File: src/i2cs_defines.vh
// constants for the two-wire slave state handling block
`ifndef I2CS_DEFINES_VH
`define I2CS_DEFINES_VH
// register offsets (byte addresses, 32-bit words)
`define I2CS_ADDR_CONSET 8'h00
`define I2CS_ADDR_STATUS 8'h04
`define I2CS_ADDR_DATA 8'h08
`define I2CS_ADDR_OWNADR 8'h0C
`define I2CS_ADDR_CONCLR 8'h18
`define I2CS_ADDR_IRQ_STAT 8'h20
`define I2CS_ADDR_IRQ_EN 8'h24
`define I2CS_ADDR_IRQ_CLR 8'h28
`define I2CS_ADDR_MSTCMD 8'h2C
// control bit positions
`define I2CS_CON_ACK 2
`define I2CS_CON_SI 3
`define I2CS_CON_STO 4
`define I2CS_CON_START 5
`define I2CS_CON_EN 6
`define I2CS_CON_RESET 7'h00
// status codes
`define I2CS_ST_IDLE 8'hF8
`define I2CS_ST_BUSERR 8'h00
`define I2CS_ST_SR_ADDR 8'h60
`define I2CS_ST_SR_ALOST 8'h68
`define I2CS_ST_GC_ADDR 8'h70
`define I2CS_ST_GC_ALOST 8'h78
`define I2CS_ST_SR_ACK 8'h80
`define I2CS_ST_SR_NACK 8'h88
`define I2CS_ST_GC_ACK 8'h90
`define I2CS_ST_GC_NACK 8'h98
`define I2CS_ST_STOP 8'hA0
`define I2CS_ST_ST_ADDR 8'hA8
`define I2CS_ST_ST_ALOST 8'hB0
`define I2CS_ST_ST_ACK 8'hB8
`define I2CS_ST_ST_NACK 8'hC0
`define I2CS_ST_ST_LAST 8'hC8
`define I2CS_ST_ALOST 8'h38
// interrupt event bits
`define I2CS_IRQ_SI 0
`define I2CS_IRQ_STOP 1
`define I2CS_IRQ_ALOST 2
`define I2CS_IRQ_W 3
// pin glitch filter length in ref_clk cycles
`define I2CS_FILT_LEN 3
`endif

File: src/i2cs_pin_sync.v
// two-flop synchroniser with consecutive-sample hold filter for one bus pin
`timescale 1ns/1ps
module i2cs_pin_sync #(
  parameter FILT = 3
) (
  ref_clk,
  reset,
  pin_in,
  level_out
);
  input wire ref_clk;
  input wire reset;
  input wire pin_in;
  output reg level_out;

  reg meta_q;
  reg sync_q;
  reg [3:0] cnt_q;

  // ----------------------------------------------------------------
  // synchroniser, then a level must hold FILT+1 cycles to be accepted
  // ----------------------------------------------------------------
  always @(posedge ref_clk) begin
    if (reset) begin
      meta_q <= 1'b1;
      sync_q <= 1'b1;
      cnt_q <= 4'h0;
      level_out <= 1'b1;
    end else begin
      meta_q <= pin_in;
      sync_q <= meta_q;
      if (sync_q == level_out) begin
        cnt_q <= 4'h0;
      end else if (cnt_q == FILT[3:0]) begin
        cnt_q <= 4'h0;
        level_out <= sync_q;
      end else begin
        cnt_q <= cnt_q + 4'h1;
      end
    end
  end
endmodule

File: src/i2cs_slave.v
// two-wire bus slave controller with status-code service states
// Operation
// - lost arbitration then own write: 0x68
// - general call acked, status 0x70
// - lost arbitration then general call: 0x78
// - own-address data acked, 0x80, readable
// - nacked own data: 0x88, discard, unaddress
// - general call data acked reports 0x90
// - general call data nacked: 0x98, unaddress
// - stop or restart while addressed as receiver (S_RX or S_RXACK): 0xA0
// - own address read: ack, 0xA8, transmit
// - lost arbitration then own read: 0xB0
// - sent byte acked by master: 0xB8
// - sent byte nacked by master: 0xC0
// - last byte acked by master: 0xC8
// - every service event loads status code
//
// Chosen here: the plain strobed port and the placing of the registers.
`timescale 1ns/1ps
`include "i2cs_defines.vh"
module i2cs_slave (
  ref_clk,
  reset,
  reg_addr,
  reg_wdata,
  reg_wr,
  reg_rd,
  reg_rdata,
  scl_in,
  scl_out,
  scl_oe,
  sda_in,
  sda_out,
  sda_oe,
  irq
);
  input wire ref_clk;
  input wire reset;
  input wire [7:0] reg_addr;
  input wire [31:0] reg_wdata;
  input wire reg_wr;
  input wire reg_rd;
  output reg [31:0] reg_rdata;
  input wire scl_in;
  output wire scl_out;
  output wire scl_oe;
  input wire sda_in;
  output wire sda_out;
  output wire sda_oe;
  output wire irq;

  localparam S_IDLE = 3'd0;
  localparam S_ADDR = 3'd1;
  localparam S_RX = 3'd2;
  localparam S_RXACK = 3'd3;
  localparam S_TX = 3'd4;
  localparam S_TXACK = 3'd5;
  localparam S_WAIT = 3'd6;

  wire scl_s;
  wire sda_s;
  reg scl_p_q;
  reg sda_p_q;
  reg [6:0] con_q;
  reg [7:0] stat_q;
  reg [7:0] data_q;
  reg [7:0] own_q;
  reg [7:0] shift_q;
  reg [3:0] bit_q;
  reg [2:0] st_q;
  reg gc_q;
  reg ack_q;
  reg drive_q;
  reg last_q;
  reg mst_pend_q;
  reg [`I2CS_IRQ_W-1:0] irq_stat_q;
  reg [`I2CS_IRQ_W-1:0] irq_en_q;
  reg [7:0] rd_mux;

  i2cs_pin_sync #(.FILT(`I2CS_FILT_LEN)) u_scl (
    .ref_clk(ref_clk),
    .reset(reset),
    .pin_in(scl_in),
    .level_out(scl_s)
  );
  i2cs_pin_sync #(.FILT(`I2CS_FILT_LEN)) u_sda (
    .ref_clk(ref_clk),
    .reset(reset),
    .pin_in(sda_in),
    .level_out(sda_s)
  );

  wire scl_rise = scl_s & ~scl_p_q;
  wire scl_fall = ~scl_s & scl_p_q;
  wire start_cond = scl_s & scl_p_q & sda_p_q & ~sda_s;
  wire stop_cond = scl_s & scl_p_q & ~sda_p_q & sda_s;
  wire si = con_q[`I2CS_CON_SI];
  wire ack_en = con_q[`I2CS_CON_ACK];
  wire en = con_q[`I2CS_CON_EN];
  wire wr_set = reg_wr & (reg_addr == `I2CS_ADDR_CONSET);
  wire wr_clr = reg_wr & (reg_addr == `I2CS_ADDR_CONCLR);
  wire wr_data = reg_wr & (reg_addr == `I2CS_ADDR_DATA);
  // a master attempt that lost address arbitration; the master engine is
  // outside this block, so its loss is signalled by software command
  wire alost = mst_pend_q;

  // event strobe: raise flag and load status code
  reg ev;
  reg [7:0] ev_code;
  reg [2:0] st_d;

  // ------------------------------------------------------------
  // bus state machine
  // ------------------------------------------------------------
  always @* begin
    ev = 1'b0;
    ev_code = stat_q;
    st_d = st_q;
    if (stop_cond | start_cond) begin
      if (st_q != S_IDLE && st_q != S_ADDR && st_q != S_WAIT && st_q != S_TX && st_q != S_TXACK) begin
        ev = 1'b1;
        ev_code = `I2CS_ST_STOP;
      end
      st_d = start_cond ? S_ADDR : S_IDLE;
    end else if (scl_rise && st_q == S_RX && bit_q == 4'd8) begin
      st_d = S_RXACK;
    end else if (scl_fall && st_q == S_RXACK) begin
      st_d = S_WAIT;
    end
  end

  always @(posedge ref_clk) begin
    if (reset) begin
      scl_p_q <= 1'b1;
      sda_p_q <= 1'b1;
      st_q <= S_IDLE;
      bit_q <= 4'h0;
      shift_q <= 8'h00;
      gc_q <= 1'b0;
      ack_q <= 1'b0;
      drive_q <= 1'b0;
      last_q <= 1'b0;
      con_q <= `I2CS_CON_RESET;
      stat_q <= `I2CS_ST_IDLE;
      data_q <= 8'h00;
      own_q <= 8'h00;
      mst_pend_q <= 1'b0;
      irq_stat_q <= {`I2CS_IRQ_W{1'b0}};
      irq_en_q <= {`I2CS_IRQ_W{1'b0}};
    end else begin
      scl_p_q <= scl_s;
      sda_p_q <= sda_s;
      // control set/clear; hardware flag raise wins over clear
      if (wr_set) begin
        con_q <= con_q | reg_wdata[6:0];
      end else if (wr_clr) begin
        con_q <= con_q & ~reg_wdata[6:0];
      end
      if (wr_data) begin
        data_q <= reg_wdata[7:0];
      end
      if (reg_wr && reg_addr == `I2CS_ADDR_OWNADR) begin
        own_q <= reg_wdata[7:0];
      end
      if (reg_wr && reg_addr == `I2CS_ADDR_MSTCMD) begin
        mst_pend_q <= reg_wdata[0];
      end
      if (reg_wr && reg_addr == `I2CS_ADDR_IRQ_EN) begin
        irq_en_q <= reg_wdata[`I2CS_IRQ_W-1:0];
      end
      if (reg_wr && reg_addr == `I2CS_ADDR_IRQ_CLR) begin
        irq_stat_q <= irq_stat_q & ~reg_wdata[`I2CS_IRQ_W-1:0];
      end
      st_q <= st_d;
      if (!en) begin
        st_q <= S_IDLE;
        drive_q <= 1'b0;
      end else if (start_cond) begin
        bit_q <= 4'h0;
        gc_q <= 1'b0;
        drive_q <= 1'b0;
        if (ev) begin
          stat_q <= ev_code;
          con_q[`I2CS_CON_SI] <= 1'b1;
          irq_stat_q[`I2CS_IRQ_STOP] <= 1'b1;
        end
      end else if (stop_cond) begin
        drive_q <= 1'b0;
        gc_q <= 1'b0;
        if (ev) begin
          stat_q <= ev_code;
          con_q[`I2CS_CON_SI] <= 1'b1;
          irq_stat_q[`I2CS_IRQ_STOP] <= 1'b1;
        end
      end else begin
        case (st_q)
          S_ADDR: begin
            if (scl_rise) begin
              shift_q <= {shift_q[6:0], sda_s};
              bit_q <= bit_q + 4'h1;
            end
            if (scl_fall && bit_q == 4'd8) begin
              bit_q <= 4'h0;
              if (shift_q[7:1] == own_q[7:1] && ack_en && !si) begin
                drive_q <= 1'b1;
                data_q <= shift_q;
                st_q <= S_RXACK;
                gc_q <= 1'b0;
                ack_q <= ~shift_q[0];
              end else if (shift_q == 8'h00 && own_q[0] && ack_en && !si) begin
                drive_q <= 1'b1;
                st_q <= S_RXACK;
                gc_q <= 1'b1;
                ack_q <= 1'b1;
              end else begin
                st_q <= S_IDLE;
              end
            end
          end
          S_RXACK: begin
            // first ack slot: our address; flag raised when slot ends
            if (scl_fall) begin
              drive_q <= 1'b0;
              irq_stat_q[`I2CS_IRQ_SI] <= 1'b1;
              con_q[`I2CS_CON_SI] <= 1'b1;
              if (bit_q == 4'd0) begin
                if (gc_q) begin
                  stat_q <= alost ? `I2CS_ST_GC_ALOST : `I2CS_ST_GC_ADDR;
                  st_q <= S_WAIT;
                end else if (data_q[0]) begin
                  stat_q <= alost ? `I2CS_ST_ST_ALOST : `I2CS_ST_ST_ADDR;
                  st_q <= S_WAIT;
                  last_q <= 1'b1;
                end else begin
                  stat_q <= alost ? `I2CS_ST_SR_ALOST : `I2CS_ST_SR_ADDR;
                  st_q <= S_WAIT;
                end
                if (alost) begin
                  irq_stat_q[`I2CS_IRQ_ALOST] <= 1'b1;
                  mst_pend_q <= 1'b0;
                end
              end else begin
                bit_q <= 4'h0;
                if (ack_q) begin
                  data_q <= shift_q;
                  stat_q <= gc_q ? `I2CS_ST_GC_ACK : `I2CS_ST_SR_ACK;
                  st_q <= S_WAIT;
                end else begin
                  // nack: byte discarded, not addressed any more
                  stat_q <= gc_q ? `I2CS_ST_GC_NACK : `I2CS_ST_SR_NACK;
                  st_q <= S_IDLE;
                  gc_q <= 1'b0;
                end
              end
            end
          end
          S_WAIT: begin
            // clock stretched low until software clears the flag
            if (!si) begin
              if (stat_q == `I2CS_ST_ST_ADDR || stat_q == `I2CS_ST_ST_ALOST ||
                  stat_q == `I2CS_ST_ST_ACK) begin
                shift_q <= data_q;
                last_q <= ~ack_en;
                st_q <= S_TX;
                drive_q <= ~data_q[7];
                bit_q <= 4'h0;
              end else if (stat_q == `I2CS_ST_ST_LAST || stat_q == `I2CS_ST_ST_NACK) begin
                st_q <= S_IDLE;
              end else begin
                st_q <= S_RX;
                bit_q <= 4'h0;
              end
            end
          end
          S_RX: begin
            if (scl_rise) begin
              shift_q <= {shift_q[6:0], sda_s};
              bit_q <= bit_q + 4'h1;
            end
            if (scl_fall && bit_q == 4'd8) begin
              ack_q <= ack_en;
              drive_q <= ack_en;
              st_q <= S_RXACK;
            end
          end
          S_TX: begin
            if (scl_fall) begin
              bit_q <= bit_q + 4'h1;
              shift_q <= {shift_q[6:0], 1'b1};
              drive_q <= (bit_q == 4'd7) ? 1'b0 : ~shift_q[6];
              if (bit_q == 4'd7) begin
                st_q <= S_TXACK;
              end
            end
          end
          S_TXACK: begin
            if (scl_rise) begin
              con_q[`I2CS_CON_SI] <= 1'b1;
              irq_stat_q[`I2CS_IRQ_SI] <= 1'b1;
              st_q <= S_WAIT;
              if (sda_s) begin
                stat_q <= `I2CS_ST_ST_NACK;
              end else if (last_q) begin
                stat_q <= `I2CS_ST_ST_LAST;
              end else begin
                stat_q <= `I2CS_ST_ST_ACK;
              end
            end
          end
          default: begin
            bit_q <= 4'h0;
          end
        endcase
      end
    end
  end

  // ------------------------------------------------------------
  // pins and register read
  // ------------------------------------------------------------
  // clock held low while a service state waits on software
  assign scl_out = 1'b0;
  assign scl_oe = si & (st_q == S_WAIT) & ~scl_s;
  assign sda_out = 1'b0;
  assign sda_oe = drive_q;
  assign irq = |(irq_stat_q & irq_en_q);

  always @* begin
    case (reg_addr)
      `I2CS_ADDR_CONSET: rd_mux = {1'b0, con_q};
      `I2CS_ADDR_STATUS: rd_mux = stat_q;
      `I2CS_ADDR_DATA: rd_mux = data_q;
      `I2CS_ADDR_OWNADR: rd_mux = own_q;
      `I2CS_ADDR_IRQ_STAT: rd_mux = {4'h0, 1'b0, irq_stat_q};
      `I2CS_ADDR_IRQ_EN: rd_mux = {4'h0, 1'b0, irq_en_q};
      `I2CS_ADDR_MSTCMD: rd_mux = {7'h00, mst_pend_q};
      default: rd_mux = 8'h00;
    endcase
  end

  always @(posedge ref_clk) begin
    if (reset) begin
      reg_rdata <= 32'h00000000;
    end else begin
      reg_rdata <= reg_rd ? {24'h000000, rd_mux} : 32'h00000000;
    end
  end
endmodule

File: config.mk
export PLATFORM = sky130hd
export DESIGN_NAME = i2cs_slave
export DESIGN_NICKNAME = d
export VERILOG_FILES = /design/src/i2cs_pin_sync.v /design/src/i2cs_slave.v
export VERILOG_INCLUDE_DIRS = /design/src
export SDC_FILE = /design/constraint.sdc
export NUM_CORES = 1
export LEC_CHECK = 0
export ABC_AREA = 1
export ABC_CLOCK_PERIOD_IN_PS = 2290
export BUFFER_PORTS_ARGS = -buffer_cell sky130_fd_sc_hd__buf_4
export CORE_UTILIZATION = 55
export CTS_CLUSTER_SIZE = 25
export DETAILED_ROUTE_END_ITERATION = 7
export MAX_ROUTING_LAYER = met4
export PLACE_DENSITY_LB_ADDON = 0.3
export SLEW_MARGIN = 0
export SYNTH_ARGS = -nofsm -noshare
export SYNTH_HDL_FRONTEND = slang
export SYNTH_SLANG_ARGS = --single-unit
File: constraint.sdc
create_clock -name ref_clk -period 2.29 [get_ports ref_clk]
set_input_delay 0.5725 -clock ref_clk [delete_from_list [all_inputs] [get_ports ref_clk]]
set_output_delay 0.5725 -clock ref_clk [all_outputs]
set_load 0.1 [all_outputs]
==> results.json, run 1 <==
{
  "status": "complete, no violations",
  "ir_drop_uv": 357,
  "maxCapViolCount": 0,
  "period_minus_slack_ns": 2.21,
  "cts-resized-gates": 0,
  "yosys_warnings": 0,
  "cpPeakStageDelay_ns": 0.54,
  "min_period_over_period_pct": 96.6,
  "worst_r2r_endpoint": "st_q[0]",
  "endpoint_kind": "output port",
  "critPathArrivalTime_ns": 1.64,
  "initial_utilization_pct": 57.9,
  "syn_area_mm2": 0.00454,
  "synth_edf_count": 0,
  "synth.distinct_cells": 45,
  "die_width_um": 92.9,
  "drive_above_1_share_pct": 14.4,
  "clock.fmax_ghz": 0.452,
  "p_leak_nw": 2.15,
  "routed_wl_um": 12400,
  "final-max-slew-violation-count": 0,
  "cts_sinks": 81,
  "skew_ns": 0.0147,
  "grt_usage_pct": 30.5,
  "wl_per_cell_um": 15.3,
  "post-route-util_pct": 64.8,
  "startpoint": "st_q[1]",
  "grt_pass1_wl_um": 19800,
  "fin_nets": 752,
  "ys_ff_latch": 81,
  "die_h_um": 92.9,
  "r2r_setup_slack_ns": 0.23,
  "diodes": 0,
  "firstDrtPassIters": 5,
  "vias": 4546,
  "path_cells": "nand2_2 > nor2_4 > nand2_1 > nor2_2 > buf_4",
  "numPortBuffers": 32,
  "num-fill-cells": 721,
  "power.density_mw_per_mm2": 561,
  "ios": 83,
  "path_buf_inv": 1,
  "clk_latency_ns": 0.36,
  "syn_inst": 658,
  "critical_path_depth": 5,
  "crit_family": "flip-flops",
  "async_reset_ff_share_pct": 0,
  "dp_hpwl_um": 9660,
  "rsz0062_at_grt": "false",
  "gp_congestion": 0.970,
  "worstPathRequired_ns": 1.72,
  "post_cts_buffers": 0,
  "drt_iter0_drc": 281,
  "syn2layout_area_growth_pct": 11.9,
  "antenna_found_initial": 0,
  "reg2regPathDepth": 10,
  "htree_levels": 3,
  "start_kind": "flop",
  "final-setup-viol-count": 0,
  "cts_tree": "built",
  "vias_per_cell": 5.63,
  "synth.avg_cell_area_um2": 6.91,
  "fp-row-count": 32,
  "path_max_fanout": 7,
  "die_area_mm2": 0.00863,
  "cts-root-buf": "clkbuf_8",
  "hp-class": "in2reg",
  "ant_nets": 0,
  "ys_seq_area_share_pct": 35.7,
  "cts_buffers": 9,
  "core-area_mm2": 0.00785,
  "holdBufCountCts": 0,
  "gr-total-overflow": 0,
  "grt_max_degree": 38,
  "drc_errors": 0,
  "holdWs_ns": 0.390,
  "crit_type": "reg2out",
  "setup_tns_ns": 0,
  "rr_startpoint": "u_scl.level_out",
  "cts.path.max_buffers": 2,
  "ys.flop_type": "dfxtp_1",
  "hold_viol": 0,
  "crit_path_top_delay_cell": "dfxtp_1",
  "grt_pass1_vias": 4168,
  "clk_pin_slew_ns": 0.09,
  "crit_end": "scl_oe"
}
final cells by class:
class | instances | area, um^2 | area share (%)
inverters | 90 | 343 | 6.74
flip-flops and latches | 81 | 1620 | 31.9
repair buffers | 43 | 335 | 6.59
well taps | 102 | 128 | 2.51
multi-input cells | 476 | 2440 | 47.9
clock inverters | 6 | 83.8 | 1.65
clock buffers | 10 | 138 | 2.71
state kept, by name (all words and copies together), names as in the netlist, 3 cells and up:
register and count:
bit_q 4, u_sda.cnt_q 4, st_q 3, irq_en_q 3, own_q 8, stat_q 8, shift_q 8, irq_stat_q 3
u_scl.cnt_q 4, data_q 8, reg_rdata 8, con_q 7
Yosys cell counts (6+ instances only):
master      n  share of area, %
nor3_1     10               1.1
o22ai_1     8               1.1
o21ai_0    66               7.3
buf_4      26               4.3
nand3_1    42               4.6
nor2_1     58               4.8
o211ai_1   12               2.0
clkbuf_1    6              0.50
nand2_1   129                11
inv_1      80               6.6
a31oi_1     8               1.1
nor2_4      6               1.5
nand4_1     9               1.2
or2_2       6              0.83
dfxtp_1    81                36
inv_2       7              0.58
a21oi_1    40               4.4
layout by cell type (no fill, tap or decap), types with 8 or more instances in the layout:
cell / count
nand3_1: 42
o22ai_1: 8
dfxtp_1: 81
clkbuf_8: 10
inv_1: 80
nor3_1: 10
buf_4: 42
nand4_1: 9
conb_1: 26
a31oi_1: 8
o211ai_1: 12
a21oi_1: 40
nor2_1: 57
nand2_1: 129
o21ai_0: 66
how the worst min path moves through the flow:
stage          cells after the start           end    startpoint  slack, ns
6_report                           2  u_scl.meta_q        scl_in       0.39
5_1_grt                            2  u_scl.meta_q        scl_in       0.38
4_1_cts                            2  u_scl.meta_q        scl_in       0.39
3_5_place_dp                       1  u_sda.sync_q  u_sda.meta_q       0.40
3_3_place_gp                       1  u_sda.sync_q  u_sda.meta_q       0.40
2_1_floorplan                      1  u_scl.sync_q  u_scl.meta_q       0.39
cells by family (layout without fill, tap and decap cells):
logic type,after synthesis,in the layout,share of synthesized area (%)
and+or+nand+nor,275,275,27.4
xor gates and xnor gates,4,4,0.771
AOI/OAI and AO/OA,164,164,21.4
DFF,81,81,35.7
other,1,26,0.0825
buffers and inverters,126,149,12.9
adders and majority gates,5,5,1.38
muxes,2,2,0.441
through the flow:
step	setup slack (ns)	instance area [um^2]	power, mW	std cells
2_1_floorplan	0.0533	4650	1.71	683
3_3_place_gp	0.226	4870	1.73	792
3_5_place_dp	0.174	4870	1.73	792
4_1_cts	0.0988	5090	2.85	808
5_1_grt	0.00740	5090	2.92	808
6_report	0.0778	5090	2.85	808
routing by layer:
metal,GRT usage [%],part of all wire (%)
met1,36.0,42
met2,53.0,49
met3,5.34,7.3
met4,8.59,1.6
met5,-,0
power breakdown:
group          total [mW]  internal (mW)  switching [mW]  leakage, nW
registers            1.42           1.41         0.00300        0.654
logic               0.281         0.0398           0.241         1.39
clock network        1.16          0.560           0.598        0.112
total                2.85           2.01           0.842         2.15
No activity file was read; power rests on OpenSTA's default activity.
==> run 2, diff against run 1 <==
ABC_CLOCK_PERIOD_IN_PS = unset   (was 2290)
CORE_UTILIZATION = 45   (was 55)
==> results.json, run 2 (synthesis results as in run 1) <==
{
  "gr-total-overflow": 0,
  "startpoint": "st_q[1]",
  "critPathArrivalTime_ns": 1.63,
  "cts-root-buf": "clkbuf_8",
  "worst_r2r_endpoint": "stat_q[7]",
  "register_area_mm2": 0.00162,
  "ios": 83,
  "antenna_found_initial": 0,
  "clk_pin_slew_ns": 0.09,
  "fin_nets": 757,
  "ant_nets": 0,
  "initial_utilization_pct": 46.5,
  "use_met2_pct": 44.9,
  "ir_drop_uv": 318,
  "final_cell_mix": "129 x nand2_1, 81 x dfxtp_1, 80 x inv_1",
  "p_leak_nw": 2.18,
  "routed_wl_um": 12500,
  "cts_tree": "built",
  "grt_usage_pct": 26.4,
  "status": "complete, no violations",
  "met1_usage_pct": 32.3,
  "die_h_um": 102,
  "htree_levels": 3,
  "holdBufCountCts": 0,
  "endpoint_kind": "output port",
  "vias": 4461,
  "clk_latency_ns": 0.35,
  "crit_type": "reg2out",
  "grt_busiest_layer": "met2",
  "grt_pass1_vias": 4277,
  "setup_ws_ns": 0.0921,
  "numPortBuffers": 32,
  "rsz0062_at_grt": "false",
  "core-area_mm2": 0.00977,
  "die_area_mm2": 0.0105,
  "cts_sinks": 81,
  "setup_tns_ns": 0,
  "dp_slack_ns": 0.225,
  "grt_pass1_wl_um": 20700,
  "syn2layout_area_growth_pct": 13.8,
  "cts_buffers": 9,
  "drc_errors": 0,
  "skew_ns": 0.00882,
  "period_minus_slack_ns": 2.20,
  "firstDrtPassIters": 4,
  "multi_input_area_mm2": 0.00244,
  "num-fill-cells": 1003,
  "maxCapViolCount": 0,
  "die_width_um": 102,
  "min_period_over_period_pct": 96.0,
  "drive_above_1_share_pct": 14.9,
  "clock.fmax_ghz": 0.455,
  "gp_congestion": 0.968,
  "grt_use_met3_pct": 4.34,
  "final-setup-viol-count": 0,
  "diodes": 0,
  "crit_end": "scl_oe",
  "worstPathRequired_ns": 1.72,
  "hp-class": "in2reg",
  "final_common_cell": "nand2_1",
  "cts-resized-gates": 0,
  "grt_max_degree": 38,
  "drt_iter0_drc": 175,
  "vias_per_cell": 5.29,
  "path_max_fanout": 7,
  "hold_viol": 0,
  "fp-row-count": 36,
  "start_kind": "flop",
  "power.density_mw_per_mm2": 563,
  "dp_hpwl_um": 9890,
  "cts.path.max_buffers": 2,
  "r2r_setup_slack_ns": 0.26,
  "final-max-slew-violation-count": 0,
  "reg2regPathDepth": 8,
  "wl_per_cell_um": 14.8,
  "rr_startpoint": "u_sda.level_out",
  "post_cts_buffers": 0
}
[run 2: cell count changes in the layout (fill, tap and decap cells not counted)]
cell / delta
bufinv_16: +1
inv_6: -2
buf_4: +5
clkinv_8: -1
clkbuf_1: +1
clkinvlp_4: +1
[run 2: worst min-delay path by stage]
stage	from	to	slack, ns	depth (start not counted)
floorplan	u_scl.meta_q	u_scl.sync_q	0.39	1
global placement	u_sda.meta_q	u_sda.sync_q	0.40	1
detailed placement	u_scl.meta_q	u_scl.sync_q	0.40	1
CTS	scl_in	u_scl.meta_q	0.39	2
global route	scl_in	u_scl.meta_q	0.38	2
finish	sda_in	u_sda.meta_q	0.40	2
[run 2: area by class of cell]
type | instances | share of cell area (%)
clock buffers | 11 | 2.73
well taps | 133 | 3.22
repair buffers | 48 | 7.21
inverters | 90 | 6.63
flip-flops and latches | 81 | 31.4
multi-input cells | 476 | 47.2
clock inverters | 5 | 1.69
[run 2: critical path: stages (launching register included)]
cell	delay, ns
dfxtp_1	0.52
nand2_2	0.16
nor2_4	0.11
nand2_1	0.09
nor2_2	0.09
buf_4	0.29
[run 2: metrics by stage]
stage	hold WS [ns]	power (mW)	cell area [um^2]	cells	utilization (%)
floorplan	0.389	1.71	4650	683	-
global placement	0.398	1.73	4940	828	50.6
detailed placement	0.402	1.73	4940	828	50.6
CTS	0.387	2.93	5170	844	52.9
global route	0.385	3.00	5170	844	52.9
finish	0.397	2.91	5170	844	52.9
[run 2: metal layers]
layer / wire [um] / vias up
met5: 0 / -
met1: 5430 / 2054
met4: 238 / 0
li1: - / 2242
met3: 720 / 18
met2: 6110 / 147
[run 2: power breakdown]
part / switching (mW) / internal [mW]
logic: 0.241 / 0.0399
clock network: 0.561 / 0.655
registers: 0.00289 / 1.41
